File: src/hw/key_scan_map.svh
// Purpose: register offsets, field positions, reset values and timing counts of the key scanner
// Assumes: 32-bit register port with word-aligned byte offsets
// Notes:   definitions only
`ifndef KEY_SCAN_MAP_SVH
`define KEY_SCAN_MAP_SVH

`define KS_OFF_CTRL        8'h00
`define KS_OFF_STATUS      8'h04
`define KS_OFF_KEY         8'h08

`define KS_CTRL_EN_BIT     0
`define KS_CTRL_COLS_LSB   8
`define KS_CTRL_COLS_MSB   12
`define KS_CTRL_ROWS_LSB   16
`define KS_CTRL_ROWS_MSB   19

`define KS_ST_GHOST_BIT    0
`define KS_ST_OVF_BIT      1
`define KS_ST_AVAIL_BIT    2
`define KS_ST_REQ_BIT      3
`define KS_ST_CNT_LSB      8
`define KS_ST_CNT_MSB      12
`define KS_KEY_VALID_BIT   8

`define KS_RST_EN          1'b0
`define KS_RST_COLS        5'h14
`define KS_RST_ROWS        4'h8
`define KS_MAX_COLS        5'h14
`define KS_MAX_ROWS        4'h8

`define KS_SYS_CLK_HZ      25000000
`define KS_SCAN_CLK_HZ     128000
`define KS_SCAN_DIV        (`KS_SYS_CLK_HZ / `KS_SCAN_CLK_HZ)
`define KS_FILTER_CYC      8

`endif

File: src/hw/key_scan_pkg.sv
// Purpose: shared types of the key scanner
// Assumes: nothing
// Notes:   constants live in key_scan_map.svh
package key_scan_pkg;
	typedef enum logic [1:0] {ST_IDLE, ST_SCAN, ST_SCAN_END} scan_state_t;
endpackage : key_scan_pkg

File: src/hw/row_filter.sv
// Purpose: synchronise and glitch-filter one row input
// Assumes: raw input is asynchronous to clk
// Notes:   output changes only after the input holds steady for FILT cycles
`timescale 1ns/10ps
module row_filter #(
	parameter int FILT = 8
) (
	input  wire logic clk,
	input  wire logic rst,
	input  wire logic raw,
	output logic      filt_out
);
	logic       s1_ff;
	logic       s2_ff;
	logic       s3_ff;
	logic [7:0] cnt_ff;

	always_ff @(posedge clk) begin
		if (rst) begin
			s1_ff <= 1'b1;
			s2_ff <= 1'b1;
			s3_ff <= 1'b1;
		end else begin
			s1_ff <= raw;
			s2_ff <= s1_ff;
			s3_ff <= s2_ff;
		end
	end

	// a new level counts only while the 2nd and 3rd stages agree
	always_ff @(posedge clk) begin
		if (rst) begin
			cnt_ff   <= 8'h00;
			filt_out <= 1'b1;
		end else if (s2_ff == s3_ff && s3_ff != filt_out) begin
			if (cnt_ff >= 8'(FILT - 1)) begin
				cnt_ff   <= 8'h00;
				filt_out <= s3_ff;
			end else begin
				cnt_ff <= cnt_ff + 8'h01;
			end
		end else begin
			cnt_ff <= 8'h00;
		end
	end
endmodule : row_filter

File: src/hw/key_scanner.sv
// Purpose: autonomous key matrix scanner with key-code buffer and register port
// Assumes: matrix rows pulled up, pressed key pulls its row to the low column
// Notes:   one scan position per scan tick; the tick divider runs only while scanning with SCAN_CLK_REQ or OTHER_CLK_EN
// Summary of operation
// - scan every position of 8x20 matrix
// - active column count programmable 1 to 20
// - active row count programmable 1 to 8
// - sixteen-byte key-code buffer
// - positions stepped at 128 kHz tick
// - n-key rollover, lock out ghost keys
// - codes kept until read; lost on overflow
// - rows synchronised, filtered and debounced
// - scan clock stops when no key pressed
// - reset to idle, all columns high
// - idle row change starts scan, requests clock unless OTHER_CLK_EN
// - idle clears row-hit and key index
// - row counter wraps, then column advances
// - both terminal counts lead to scan-end
// - key index counts positions, is the buffered code
// - row-hit ORs columns with two+ hits
// - key on already-hit row sets ghost
// - scan-end rescans if any key seen
// - no key: idle and drop clock request
//
// Chosen here: the address-and-strobe port and the placing of the registers.
`timescale 1ns/10ps
`include "key_scan_map.svh"
module key_scanner
	import key_scan_pkg::*;
#(
	parameter int ROWS      = 8,
	parameter int COLS      = 20,
	parameter int DEPTH     = 16,
	parameter int SCAN_DIV  = `KS_SCAN_DIV,
	parameter int FILT      = `KS_FILTER_CYC
) (
	input  wire logic             SYS_CLK,
	input  wire logic             RST,
	input  wire logic [ROWS-1:0]  ROW_N,
	input  wire logic             OTHER_CLK_EN,
	input  wire logic [7:0]       ADDR,
	input  wire logic [31:0]      WDATA,
	input  wire logic             WR,
	input  wire logic             RD,
	output logic      [31:0]      RDATA,
	output logic      [COLS-1:0]  COL_N,
	output logic                  SCAN_CLK_REQ
);
	localparam int NKEYS = ROWS * COLS;

	scan_state_t      state_ff;
	scan_state_t      nxt_state;
	logic [ROWS-1:0]  row_filt;
	logic [ROWS-1:0]  row_prev_ff;
	logic             en_ff;
	logic [4:0]       ncols_ff;
	logic [3:0]       nrows_ff;
	logic [7:0]       div_ff;
	logic             tick;
	logic [2:0]       row_ff;
	logic [4:0]       col_ff;
	logic [7:0]       key_idx_ff;
	logic [7:0]       row_hit_ff;
	logic [7:0]       col_rows_ff;
	logic [7:0]       col_hits;
	logic             any_key_ff;
	logic             last_row;
	logic             last_col;
	logic             pressed;
	logic             ghost_now;
	logic [NKEYS-1:0] held_ff;
	logic             push;
	logic             pop;
	logic             ghost_ff;
	logic             ovf_ff;
	logic [7:0]       fifo_mem [DEPTH];
	logic [3:0]       wr_ptr_ff;
	logic [3:0]       rd_ptr_ff;
	logic [4:0]       count_ff;
	logic             fifo_full;
	logic             fifo_empty;
	logic             wr_ctrl;
	logic             wr_status;

	// per-row synchroniser and glitch filter
	genvar gi;
	generate
		for (gi = 0; gi < ROWS; gi++) begin : g_row
			row_filter #(
				.FILT     (FILT)
			) u_filt (
				.clk      (SYS_CLK),
				.rst      (RST),
				.raw      (ROW_N[gi]),
				.filt_out (row_filt[gi])
			);
		end
	endgenerate

	// ---------------- register port ----------------
	assign wr_ctrl   = WR && ADDR == `KS_OFF_CTRL;
	assign wr_status = WR && ADDR == `KS_OFF_STATUS;
	assign pop       = RD && ADDR == `KS_OFF_KEY && !fifo_empty;

	always_ff @(posedge SYS_CLK) begin
		if (RST) begin
			en_ff <= `KS_RST_EN;
		end else if (wr_ctrl) begin
			en_ff <= WDATA[`KS_CTRL_EN_BIT];
		end
	end

	// out-of-range counts are clamped so the terminal compare is always reached
	always_ff @(posedge SYS_CLK) begin
		if (RST) begin
			ncols_ff <= `KS_RST_COLS;
		end else if (wr_ctrl) begin
			if (WDATA[`KS_CTRL_COLS_MSB:`KS_CTRL_COLS_LSB] == 5'h00) begin
				ncols_ff <= 5'h01;
			end else if (WDATA[`KS_CTRL_COLS_MSB:`KS_CTRL_COLS_LSB] > `KS_MAX_COLS) begin
				ncols_ff <= `KS_MAX_COLS;
			end else begin
				ncols_ff <= WDATA[`KS_CTRL_COLS_MSB:`KS_CTRL_COLS_LSB];
			end
		end
	end

	always_ff @(posedge SYS_CLK) begin
		if (RST) begin
			nrows_ff <= `KS_RST_ROWS;
		end else if (wr_ctrl) begin
			if (WDATA[`KS_CTRL_ROWS_MSB:`KS_CTRL_ROWS_LSB] == 4'h0) begin
				nrows_ff <= 4'h1;
			end else if (WDATA[`KS_CTRL_ROWS_MSB:`KS_CTRL_ROWS_LSB] > `KS_MAX_ROWS) begin
				nrows_ff <= `KS_MAX_ROWS;
			end else begin
				nrows_ff <= WDATA[`KS_CTRL_ROWS_MSB:`KS_CTRL_ROWS_LSB];
			end
		end
	end

	always_ff @(posedge SYS_CLK) begin
		if (RST) begin
			RDATA <= 32'h0000_0000;
		end else if (RD) begin
			RDATA <= 32'h0000_0000;
			unique case (ADDR)
				`KS_OFF_CTRL: begin
					RDATA[`KS_CTRL_EN_BIT] <= en_ff;
					RDATA[`KS_CTRL_COLS_MSB:`KS_CTRL_COLS_LSB] <= ncols_ff;
					RDATA[`KS_CTRL_ROWS_MSB:`KS_CTRL_ROWS_LSB] <= nrows_ff;
				end
				`KS_OFF_STATUS: begin
					RDATA[`KS_ST_GHOST_BIT] <= ghost_ff;
					RDATA[`KS_ST_OVF_BIT]   <= ovf_ff;
					RDATA[`KS_ST_AVAIL_BIT] <= !fifo_empty;
					RDATA[`KS_ST_REQ_BIT]   <= SCAN_CLK_REQ;
					RDATA[`KS_ST_CNT_MSB:`KS_ST_CNT_LSB] <= count_ff;
				end
				`KS_OFF_KEY: begin
					RDATA[`KS_KEY_VALID_BIT] <= !fifo_empty;
					RDATA[7:0] <= fifo_empty ? 8'h00 : fifo_mem[rd_ptr_ff];
				end
				default: begin
					RDATA <= 32'h0000_0000;
				end
			endcase
		end else begin
			RDATA <= 32'h0000_0000;
		end
	end

	// ---------------- scan timing ----------------
	// restarts with each pass so row 0 waits for the filters; stands still without SCAN_CLK_REQ or OTHER_CLK_EN
	always_ff @(posedge SYS_CLK) begin
		if (RST || state_ff != ST_SCAN || (!SCAN_CLK_REQ && !OTHER_CLK_EN)) begin
			div_ff <= 8'h00;
		end else if (div_ff >= 8'(SCAN_DIV - 1)) begin
			div_ff <= 8'h00;
		end else begin
			div_ff <= div_ff + 8'h01;
		end
	end
	assign tick = (SCAN_CLK_REQ || OTHER_CLK_EN) && div_ff >= 8'(SCAN_DIV - 1);

	// ---------------- scan sequencing ----------------
	assign last_row  = {1'b0, row_ff} == 4'(nrows_ff - 4'h1);
	assign last_col  = col_ff == 5'(ncols_ff - 5'h01);
	assign pressed   = !row_filt[row_ff];
	assign ghost_now = pressed && row_hit_ff[row_ff];
	assign col_hits  = col_rows_ff | (pressed ? 8'(8'h01 << row_ff) : 8'h00);

	always_comb begin
		nxt_state = state_ff;
		unique case (state_ff)
			ST_IDLE: begin
				if (en_ff && row_filt != row_prev_ff) begin
					nxt_state = ST_SCAN;
				end
			end
			ST_SCAN: begin
				if (tick && last_row && last_col) begin
					nxt_state = ST_SCAN_END;
				end
			end
			ST_SCAN_END: begin
				if (any_key_ff && en_ff) begin
					nxt_state = ST_SCAN;
				end else begin
					nxt_state = ST_IDLE;
				end
			end
		endcase
	end

	always_ff @(posedge SYS_CLK) begin
		if (RST) begin
			state_ff <= ST_IDLE;
		end else begin
			state_ff <= nxt_state;
		end
	end

	always_ff @(posedge SYS_CLK) begin
		if (RST) begin
			row_prev_ff <= '1;
		end else begin
			row_prev_ff <= row_filt;
		end
	end

	always_ff @(posedge SYS_CLK) begin
		if (RST) begin
			SCAN_CLK_REQ <= 1'b0;
		end else if (state_ff == ST_IDLE && nxt_state == ST_SCAN) begin
			SCAN_CLK_REQ <= !OTHER_CLK_EN;
		end else if (nxt_state == ST_IDLE) begin
			SCAN_CLK_REQ <= 1'b0;
		end
	end

	always_ff @(posedge SYS_CLK) begin
		if (RST || nxt_state != ST_SCAN || state_ff != ST_SCAN) begin
			COL_N <= '1;
		end else begin
			COL_N <= ~(COLS'(1) << col_ff);
		end
	end

	always_ff @(posedge SYS_CLK) begin
		if (RST || state_ff != ST_SCAN) begin
			row_ff <= 3'h0;
			col_ff <= 5'h00;
		end else if (tick) begin
			if (last_row) begin
				row_ff <= 3'h0;
				col_ff <= col_ff + 5'h01;
			end else begin
				row_ff <= row_ff + 3'h1;
			end
		end
	end

	always_ff @(posedge SYS_CLK) begin
		if (RST || state_ff != ST_SCAN) begin
			key_idx_ff <= 8'h00;
		end else if (tick) begin
			key_idx_ff <= key_idx_ff + 8'h01;
		end
	end

	// a column with one hit cannot cause a ghost, so only multi-hit columns are merged
	always_ff @(posedge SYS_CLK) begin
		if (RST || state_ff != ST_SCAN) begin
			row_hit_ff  <= 8'h00;
			col_rows_ff <= 8'h00;
		end else if (tick) begin
			if (last_row) begin
				col_rows_ff <= 8'h00;
				if ((col_hits & (col_hits - 8'h01)) != 8'h00) begin
					row_hit_ff <= row_hit_ff | col_hits;
				end
			end else begin
				col_rows_ff <= col_hits;
			end
		end
	end

	always_ff @(posedge SYS_CLK) begin
		if (RST || state_ff == ST_IDLE) begin
			any_key_ff <= 1'b0;
		end else if (state_ff == ST_SCAN_END) begin
			any_key_ff <= 1'b0;
		end else if (tick && pressed) begin
			any_key_ff <= 1'b1;
		end
	end

	// a ghost key keeps its old held state so it reports once the ambiguity clears
	always_ff @(posedge SYS_CLK) begin
		if (RST) begin
			held_ff <= '0;
		end else if (state_ff == ST_SCAN && tick && !ghost_now) begin
			held_ff[key_idx_ff] <= pressed;
		end
	end

	// only a new press of an unambiguous key enters the buffer
	assign push = state_ff == ST_SCAN && tick && pressed && !ghost_now
		&& !held_ff[key_idx_ff];

	// hardware set wins over software clear
	always_ff @(posedge SYS_CLK) begin
		if (RST) begin
			ghost_ff <= 1'b0;
		end else if (state_ff == ST_SCAN && tick && ghost_now) begin
			ghost_ff <= 1'b1;
		end else if (wr_status && WDATA[`KS_ST_GHOST_BIT]) begin
			ghost_ff <= 1'b0;
		end
	end

	always_ff @(posedge SYS_CLK) begin
		if (RST) begin
			ovf_ff <= 1'b0;
		end else if (push && fifo_full && !pop) begin
			ovf_ff <= 1'b1;
		end else if (wr_status && WDATA[`KS_ST_OVF_BIT]) begin
			ovf_ff <= 1'b0;
		end
	end

	// ---------------- key-code buffer ----------------
	assign fifo_full  = count_ff == 5'(DEPTH);
	assign fifo_empty = count_ff == 5'h00;

	always_ff @(posedge SYS_CLK) begin
		if (push && (!fifo_full || pop)) begin
			fifo_mem[wr_ptr_ff] <= key_idx_ff;
		end
	end

	always_ff @(posedge SYS_CLK) begin
		if (RST) begin
			wr_ptr_ff <= 4'h0;
		end else if (push && (!fifo_full || pop)) begin
			wr_ptr_ff <= wr_ptr_ff + 4'h1;
		end
	end

	always_ff @(posedge SYS_CLK) begin
		if (RST) begin
			rd_ptr_ff <= 4'h0;
		end else if (pop) begin
			rd_ptr_ff <= rd_ptr_ff + 4'h1;
		end
	end

	always_ff @(posedge SYS_CLK) begin
		if (RST) begin
			count_ff <= 5'h00;
		end else if (push && !fifo_full && !pop) begin
			count_ff <= count_ff + 5'h01;
		end else if (pop && !push) begin
			count_ff <= count_ff - 5'h01;
		end
	end
endmodule : key_scanner

File: config.mk
export PLATFORM = sky130hd
export DESIGN_NAME = key_scanner
export DESIGN_NICKNAME = d
export VERILOG_FILES = /design/src/hw/key_scan_pkg.sv /design/src/hw/row_filter.sv /design/src/hw/key_scanner.sv
export VERILOG_INCLUDE_DIRS = /design/src /design/src/hw
export SDC_FILE = /design/constraint.sdc
export NUM_CORES = 1
export LEC_CHECK = 0
export BUFFER_PORTS_ARGS = -buffer_cell sky130_fd_sc_hd__buf_4
export CAP_MARGIN = 0
export CELL_PAD_IN_SITES_DETAIL_PLACEMENT = 0
export CELL_PAD_IN_SITES_GLOBAL_PLACEMENT = 2
export CORE_UTILIZATION = 40
export DETAILED_ROUTE_END_ITERATION = 8
export PLACE_DENSITY = 0.88
export SYNTH_ARGS = -nofsm -noshare
export SYNTH_HDL_FRONTEND = slang
export SYNTH_HIERARCHICAL = 1
export SYNTH_SLANG_ARGS = --single-unit
File: constraint.sdc
create_clock -name SYS_CLK -period 4.45 [get_ports SYS_CLK]
set_input_delay 0.445 -clock SYS_CLK [delete_from_list [all_inputs] [get_ports SYS_CLK]]
set_output_delay 0.445 -clock SYS_CLK [all_outputs]
set_load 0.005 [all_outputs]
==> qor.txt, run 1 <==
outcome -> completed
Pwr Density -> 378 nW/um^2
top cells by area, synth -> dfxtp_1, edfxtp_1, mux4_2
gpl congestion -> 0.804
Core ar. -> 52,700 sq um
most frequent cell after synthesis -> dfxtp_1
Commonest cells post-synth -> dfxtp_1, a21oi_1, o21ai_0, or3_1, clkbuf_1
Critical Path AT -> 4720 ps
P_leak -> 8.33 nW
R2R Setup Slk -> 230 ps
asr flop ratio synth -> 0%
via/cell ratio -> 5.46
maximum clock rate -> 237 MHz
TNS Setup -> 0 ps
# rows -> 84
WHS Endpoint -> g_row[6].u_filt/s1_ff
crit-path max FO -> 17
Total Routed Length -> 47.9 mm
vias in the first global route -> 14.5k
routed len/inst -> 17.4 um
Warnings, synthesis -> 6
Slew HR -> 27.4%
hpwl dp -> 30.3 mm
Final Hold Fails -> 0
total track usage -> 17.7%
Worst setup EP type -> flip-flop
antenna violations before repair -> 0
Hold Path Class -> input pin to flip-flop
Mapped Cells -> 2,009
io pins -> 106
max-cap violations -> 0
Max H-tree Level -> 2
Congestion Overflow GR -> 0
critical path class -> flip-flop to flip-flop
Post-Syn Area per Cell -> 10.7 sq um
Vias -> 15.1k
EDFF count, synth -> 128
Initial Util -> 40.6%
register area share after synthesis -> 53.0%
Flop pwr share -> 51.5%
Synth Register Bits -> 502
cell area after layout -> 24,100 sq um
combinational share of power -> 1.7%
predominant post-synthesis flop cell -> dfxtp_1
chip height -> 233 um
Final Max Slew Viols -> 0
worst r2r src -> key_idx_ff[3]
synth unique cells -> 60
post-place instance area -> 22,400 sq um
Clock Latency Late Sink -> 610 ps
Routed Antenna Nets -> 0
critical hold path startpoint -> ROW_N[6]
RSZ-0062 raised after global routing -> false
ANT cells -> 0
R2R cell count -> 14
first-pass GRT wire length -> 77.3 mm
clock tree buffer depth -> 3
Final setup viols -> 0
die area -> 54,400 sq um
Post-Syn Area -> 21,400 sq um
reg-to-reg endpoint -> count_ff[4]
Die Width -> 233 um
total CTS buffers -> 52
final worst path period share -> 94.9%
clock share of power -> 46.8%
DRC -> 0
min cycle time layout -> 4220 ps
family with the most delay on the worst path -> simple AND/OR/NAND/NOR gates
Clock Sinks -> 502
CP Cell Sequence -> mux4_2, and2_1, a2111oi_0, a21oi_1, nand4_1, o2111ai_2, or2_2, ha_1, nor2b_1, o21ai_0, nand2b_1, and3_1, mux2i_1, mux2_2
port buffer count -> 69
max incr delay on CP -> 880 ps
Setup Buffers After CTS -> 0
post-route clock skew -> 24.5 ps
DRT iter0 DRCs -> 983
worst hold stages -> 2
Worst Path Buf+Inv -> 0
Internal -> 7.22 mW
share of post-route cells with drive strength above 1 -> 14.5%
CP startpoint kind -> flip-flop
Psw -> 1.90 mW
Pre-antenna DRT Iters -> 5
Slew @ Worst Pin -> 1090 ps
Area Overhead vs Synth -> 12.8%
clk slew on worst S/H paths -> 60 ps
root buf cell -> clkbuf_16
NumNets Final -> 2,123
post-synth top area cell -> dfxtp_1
CTS tree -> done
Sw Ratio -> 20.8%
Synth top area share -> 35.0%
VDD IR max -> 0.000271 V
worst path required time -> 4950 ps
Max stage delay cell, worst path -> dfxtp_1
largest net degree at the start of global routing -> 125
-- power groups by stage --
stage | logic [mW] | registers (mW) | clock network (mW)
finish | 0.155 | 4.70 | 4.27
global route | 0.174 | 4.70 | 4.57
CTS | 0.155 | 4.70 | 4.38
detailed placement | 0.155 | 4.80 | 0
global placement | 0.151 | 4.80 | 0
floorplan | 0.110 | 4.80 | 0
-- final cells by class --
cell class                 count  area [sq um]
clock buffer                  74          1480
sequential                   502         11300
tap                          688           861
inverter                      25          93.8
fill                        4760         28500
timing repair buffer         104           787
clock inverter                20           198
multi-input combinational   1345          9370
-- repair_timing --
action                                 4_1_cts  5_1_grt
gates resized for setup                      0        1
hold buffers                                 0        0
setup endpoints to repair                    0        1
endpoints found under the hold margin        0        0
-- worst max-delay path by stage --
stage / slack, ps / startpoint / cells past startpoint / to
2_1_floorplan: 420 / key_idx_ff[1] / 18 / count_ff[4]
3_5_place_dp: 150 / key_idx_ff[0] / 16 / count_ff[4]
3_3_place_gp: 190 / key_idx_ff[0] / 14 / count_ff[4]
4_1_cts: 160 / key_idx_ff[0] / 16 / count_ff[4]
6_report: 230 / key_idx_ff[3] / 14 / count_ff[4]
5_1_grt: 50 / key_idx_ff[3] / 14 / count_ff[4]
-- metrics by stage --
step	hold slack, ps	utilization, %	cells	worst slack (ps)	total power [mW]
6_report	39.0	45.8	2758	228	9.12
5_1_grt	12.8	45.8	2758	49.7	9.44
4_1_cts	2.69	45.8	2758	157	9.24
3_5_place_dp	398	42.6	2664	150	4.96
3_3_place_gp	393	42.6	2664	192	4.95
2_1_floorplan	389	-	2047	419	4.91
-- layout by cell type (no fill, tap or decap), types with 12 or more instances in the layout --
cell type,instances
xnor2_1,32
or2_2,34
conb_1,47
ha_1,39
mux4_2,56
nand2_1,71
or3_1,171
a21oi_1,223
a211oi_1,27
nor3_1,17
a22oi_1,18
clkbuf_1,12
buf_4,103
nor2b_1,28
xor2_1,22
edfxtp_1,128
nor3b_1,12
o21ai_0,174
nor4_1,28
inv_1,25
nand3_1,41
nor2_1,104
dfxtp_1,371
mux2i_1,40
clkbuf_16,52
-- layer usage --
metal	global-route usage, %	wire length (um)	vias up
li1	-	-	7337
met1	23.1	21800	7392
met2	30.1	23100	255
met3	2.78	2020	66
met4	5.02	946	0
met5	0	0	-
-- sequential cells by signal, summed over array words and instances (netlist names), 8 cells and up, named ones only --
| register | cells |
|---|---|
| COL_N | 20 |
| held_ff | 160 |
| g_row.u_filt/s2_ff | 8 |
| row_hit_ff | 8 |
| row_prev_ff | 8 |
| RDATA | 17 |
| fifo_mem | 128 |
| g_row.u_filt/filt_out | 8 |
| g_row.u_filt/cnt_ff | 64 |
| div_ff | 8 |
| key_idx_ff | 8 |
| g_row.u_filt/s1_ff | 8 |
| col_rows_ff | 8 |
| g_row.u_filt/s3_ff | 8 |
-- cells by family (layout without fill, tap and decap cells) --
kind of cell	Yosys count	in the layout	synth area share, %
adder cells (fa/ha/maj)	41	41	2.42
buffers and inverters	200	223	4.01
other	9	47	0.158
AO/OA/AOI/OAI	476	476	12.2
AND/OR/NAND/NOR	615	615	16.9
flip-flops	502	502	53.0
multiplexers	112	112	9.24
XOR/XNOR	54	54	2.21
Power figures use the tool's default switching activity.
==> run 2: changes to the inputs <==
CORE_MARGIN = 4   (was unset)
==> qor.txt, run 2 (synthesized netlist as in run 1, its figures left out) <==
DRT iter0 DRCs -> 1,141
Clock Sinks -> 502
largest net degree at the start of global routing -> 101
VDD IR max -> 0.000285 V
worst path required time -> 4930 ps
post-place instance area -> 22,400 sq um
Die Width -> 239 um
total CTS buffers -> 52
Final setup viols -> 0
Worst setup EP type -> flip-flop
max reg flops -> 160
critical path class -> flip-flop to flip-flop
Total Routed Length -> 47.9 mm
CP startpoint kind -> flip-flop
Post-Place Setup Slack -> 157 ps
total track usage -> 16.3%
crit-path max FO -> 15
Storage cell area -> 11,300 sq um
root buf cell -> clkbuf_16
Top Registers -> held_ff x160, fifo_mem x128, g_row.u_filt/cnt_ff x64
Psw -> 1.93 mW
multi-input logic area -> 9370 sq um
max-cap violations -> 0
DRC -> 0
port buffer count -> 69
RSZ-0062 raised after global routing -> false
Critical Path AT -> 4540 ps
Total Power -> 9.49 mW
routed len/inst -> 17.4 um
P_leak -> 8.43 nW
Internal -> 7.56 mW
Max H-tree Level -> 2
Vias -> 14.9k
Slew @ Worst Pin -> 1000 ps
clock share of power -> 48.8%
NumNets Final -> 2,122
CTS tree -> done
outcome -> completed
chip height -> 239 um
vias in the first global route -> 14.1k
largest register by flop count -> held_ff
Flop pwr share -> 49.6%
final worst path period share -> 91.3%
clock tree buffer depth -> 3
number of fill cells -> 4,783
commonest non-fill, non-tap cell in the layout -> dfxtp_1
Clock Latency Late Sink -> 610 ps
Slew HR -> 32.9%
Setup WS post-layout -> 387 ps
first-pass GRT wire length -> 76.6 mm
io pins -> 106
Pwr Density -> 389 nW/um^2
gpl congestion -> 0.797
hpwl dp -> 30.3 mm
antenna violations before repair -> 0
share of post-route cells with drive strength above 1 -> 15.1%
die area -> 57,300 sq um
TNS Setup -> 0 ps
via/cell ratio -> 5.39
Area Overhead vs Synth -> 13.9%
combinational share of power -> 1.7%
clk slew on worst S/H paths -> 60 ps
ANT cells -> 0
Final Max Slew Viols -> 0
cell area after layout -> 24,400 sq um
Routed Antenna Nets -> 0
Pre-antenna DRT Iters -> 7
Initial Util -> 40.6%
Hold Path Class -> input pin to flip-flop
Core ar. -> 52,800 sq um
post-route clock skew -> 35.5 ps
Final Hold Fails -> 0
# rows -> 84
min cycle time layout -> 4060 ps
maximum clock rate -> 246 MHz
Congestion Overflow GR -> 0
most frequent cells in the layout -> dfxtp_1, a21oi_1, o21ai_0
Sw Ratio -> 20.3%
run 2: cell type report:
type                       count  area share (%)
timing repair buffer         103            3.32
multi-input combinational   1345            38.5
sequential                   502            46.5
inverter                      25           0.385
tap                          688            3.53
clock buffer                  79            6.67
clock inverter                18            1.10
run 2: stage by stage:
step | util (%) | instances | hold WS (ps)
floorplan | - | 2047 | 389
global placement | 42.5 | 2657 | 391
detailed placement | 42.5 | 2657 | 397
CTS | 46.2 | 2759 | 0.153
global route | 46.2 | 2760 | 11.6
finish | 46.2 | 2760 | 41.3
run 2: layer usage:
layer	GRT usage, %	routed length (um)	vias to the layer above
li1	-	-	7325
met3	2.84	2120	66
met2	27.9	23300	275
met1	21.5	21400	7206
met5	0	0	-
met4	4.34	1090	0
run 2: path summary, 6_finish.rpt:
path,from,to,depth (start not counted),slack (ps)
worst min-delay path,ROW_N[6],g_row[6].u_filt/s1_ff,2,40
worst min register to register,g_row[1].u_filt/s1_ff,g_row[1].u_filt/s2_ff,1,410
worst max register to register,key_idx_ff[0],count_ff[4],14,390
worst max-delay path,key_idx_ff[0],count_ff[4],14,390
run 2: timing repair:
action                                  in CTS  in global routing
endpoints found under the hold margin        5                  0
hold buffers                                 5                  0
setup buffers                                0                  1
resized for setup                            0                  3
endpoints found under the setup margin       0                  1
run 2: power by group through the flow:
stage | logic (mW) | registers, mW | clock network (mW)
2_1_floorplan | 0.110 | 4.80 | 0
6_report | 0.160 | 4.70 | 4.63
4_1_cts | 0.160 | 4.70 | 4.76
5_1_grt | 0.177 | 4.70 | 4.95
3_5_place_dp | 0.156 | 4.80 | 0
3_3_place_gp | 0.153 | 4.80 | 0
run 2: worst max-delay path, cell delays in order (launching register included):
cell and delay [ps]:
dfxtp_4 530, mux4_1 650, a22oi_1 210, nand2_1 90, a22o_1 190, a211oi_2 250
o2111ai_2 260, or2_2 410, ha_1 320, nor2b_1 150, o21ai_0 160, nand2b_1 90
and3_1 180, mux2i_1 130, mux2_2 340
==> run 3: changes to the inputs <==
CAP_MARGIN = unset   (was 0)
CORE_ASPECT_RATIO = 1.1   (was unset)
MAX_ROUTING_LAYER = met4   (was unset)
==> qor.txt, run 3 (synthesized netlist as in run 1, its figures left out) <==
via/cell ratio -> 5.40
io pins -> 106
clk slew on worst S/H paths -> 60 ps
Cells after DPL -> 2,649
die area -> 57,300 sq um
root buf cell -> clkbuf_16
Total Routed Length -> 47.9 mm
gpl congestion -> 0.797
Slew HR -> 31.0%
RSZ-0062 raised after global routing -> false
ANT cells -> 0
commonest non-fill, non-tap cell in the layout -> dfxtp_1
Slew @ Worst Pin -> 1030 ps
Die Width -> 229 um
P_leak -> 8.37 nW
Congestion Overflow GR -> 0
total track usage -> 16.7%
clock tree buffer depth -> 3
port buffer count -> 69
Layout Cells excl Fill -> 2,748
Hold Path Class -> input pin to flip-flop
share of post-route cells with drive strength above 1 -> 14.5%
final worst path period share -> 93.7%
NumNets Final -> 2,124
Top Registers -> held_ff x160, fifo_mem x128, g_row.u_filt/cnt_ff x64
most frequent cells in the layout -> dfxtp_1, a21oi_1, o21ai_0
routed len/inst -> 17.4 um
Worst setup EP type -> flip-flop
CP startpoint kind -> flip-flop
largest net degree at the start of global routing -> 179
# rows -> 88
worst path required time -> 4940 ps
VDD IR max -> 0.000271 V
min cycle time layout -> 4170 ps
Core ar. -> 52,700 sq um
Critical Path AT -> 4660 ps
Final Max Slew Viols -> 0
Final setup viols -> 0
total CTS buffers -> 52
max reg flops -> 160
Max H-tree Level -> 2
Clock Latency Late Sink -> 600 ps
largest register by flop count -> held_ff
Routed Antenna Nets -> 0
Area Overhead vs Synth -> 13.3%
max incr delay on CP -> 670 ps
Clock Sinks -> 502
TNS Setup -> 0 ps
critical path class -> flip-flop to flip-flop
DRC -> 0
Pre-antenna DRT Iters -> 5
Max stage delay cell, worst path -> mux4_1
post-route clock skew -> 23.9 ps
Initial Util -> 40.6%
hpwl dp -> 29.9 mm
chip height -> 251 um
Vias -> 14.8k
first-pass GRT wire length -> 77.0 mm
CTS tree -> done
number of fill cells -> 4,777
antenna violations before repair -> 0
CP Cell Sequence -> mux4_1, a22oi_1, nand2_1, a22o_1, a211oi_2, o2111ai_2, or2_2, ha_1, nor2b_1, o21ai_0, nand2b_1, and3_1, mux2i_1, mux2_2
maximum clock rate -> 240 MHz
DRT iter0 DRCs -> 1,045
outcome -> completed
Pwr Density -> 382 nW/um^2
max-cap violations -> 0
crit-path max FO -> 14
vias in the first global route -> 14.3k
Final Hold Fails -> 0
## run 3: cell type report
type	count	area, sq um	area share, %
clock inverter	17	240	0.991
clock buffer	79	1500	6.20
timing repair buffer	105	852	3.52
inverter	25	93.8	0.387
tap	675	845	3.48
sequential	502	11300	46.8
multi-input combinational	1345	9370	38.7
## run 3: final timing paths
path | startpoint | endpoint | slack [ps] | cells after the start
min | ROW_N[6] | g_row[6].u_filt/s1_ff | 40 | 2
min reg2reg | g_row[4].u_filt/s1_ff | g_row[4].u_filt/s2_ff | 410 | 1
max | key_idx_ff[0] | count_ff[4] | 280 | 14
max reg2reg | key_idx_ff[0] | count_ff[4] | 280 | 14
## run 3: metrics by stage
stage / hold WS, ps / instance area, sq um / worst slack, ps / utilization (%) / power (mW)
after floorplan: 389 / 21500 / 419 / - / 4.91
after global placement: 392 / 22500 / 215 / 42.6 / 4.95
final: 42.3 / 24200 / 280 / 46.0 / 9.27
after detailed placement: 397 / 22500 / 239 / 42.6 / 4.96
after global routing: 20.9 / 24200 / 96.9 / 46.0 / 9.58
after CTS: 0.469 / 24200 / 238 / 46.0 / 9.40
## run 3: report_power, final
| group | internal (mW) | switching (mW) | leakage [nW] |
|---|---|---|---|
| sequential | 4.68 | 0.0195 | 4.52 |
| combinational | 0.0544 | 0.104 | 2.99 |
| clock | 2.62 | 1.79 | 0.852 |
## run 3: per-layer routing
metal / routed length (um) / global-route usage (%) / share of wire [%] / vias up
li1: - / - / - / 7324
met1: 21600 / 21.1 / 45 / 7197
met2: 23500 / 28.1 / 49 / 262
met3: 1880 / 2.65 / 3.9 / 65
met4: 907 / 4.48 / 1.9 / 0
met5: 0 / - / 0 / -
## run 3: timing repair
| item | CTS | global route |
|---|---|---|
| gates resized for setup | 0 | 0 |
| hold buffers | 3 | 0 |
| buffers inserted | 0 | 0 |
| endpoints found under the hold margin | 3 | 0 |
## run 3: critical path, delay by kind of cell (launching register included)
family,cells,cell delay [ps]
AO/OA/AOI/OAI,5,1080
adder cells (fa/ha/maj),1,320
flip-flops,1,630
multiplexers,3,1140
AND/OR/NAND/NOR,5,900
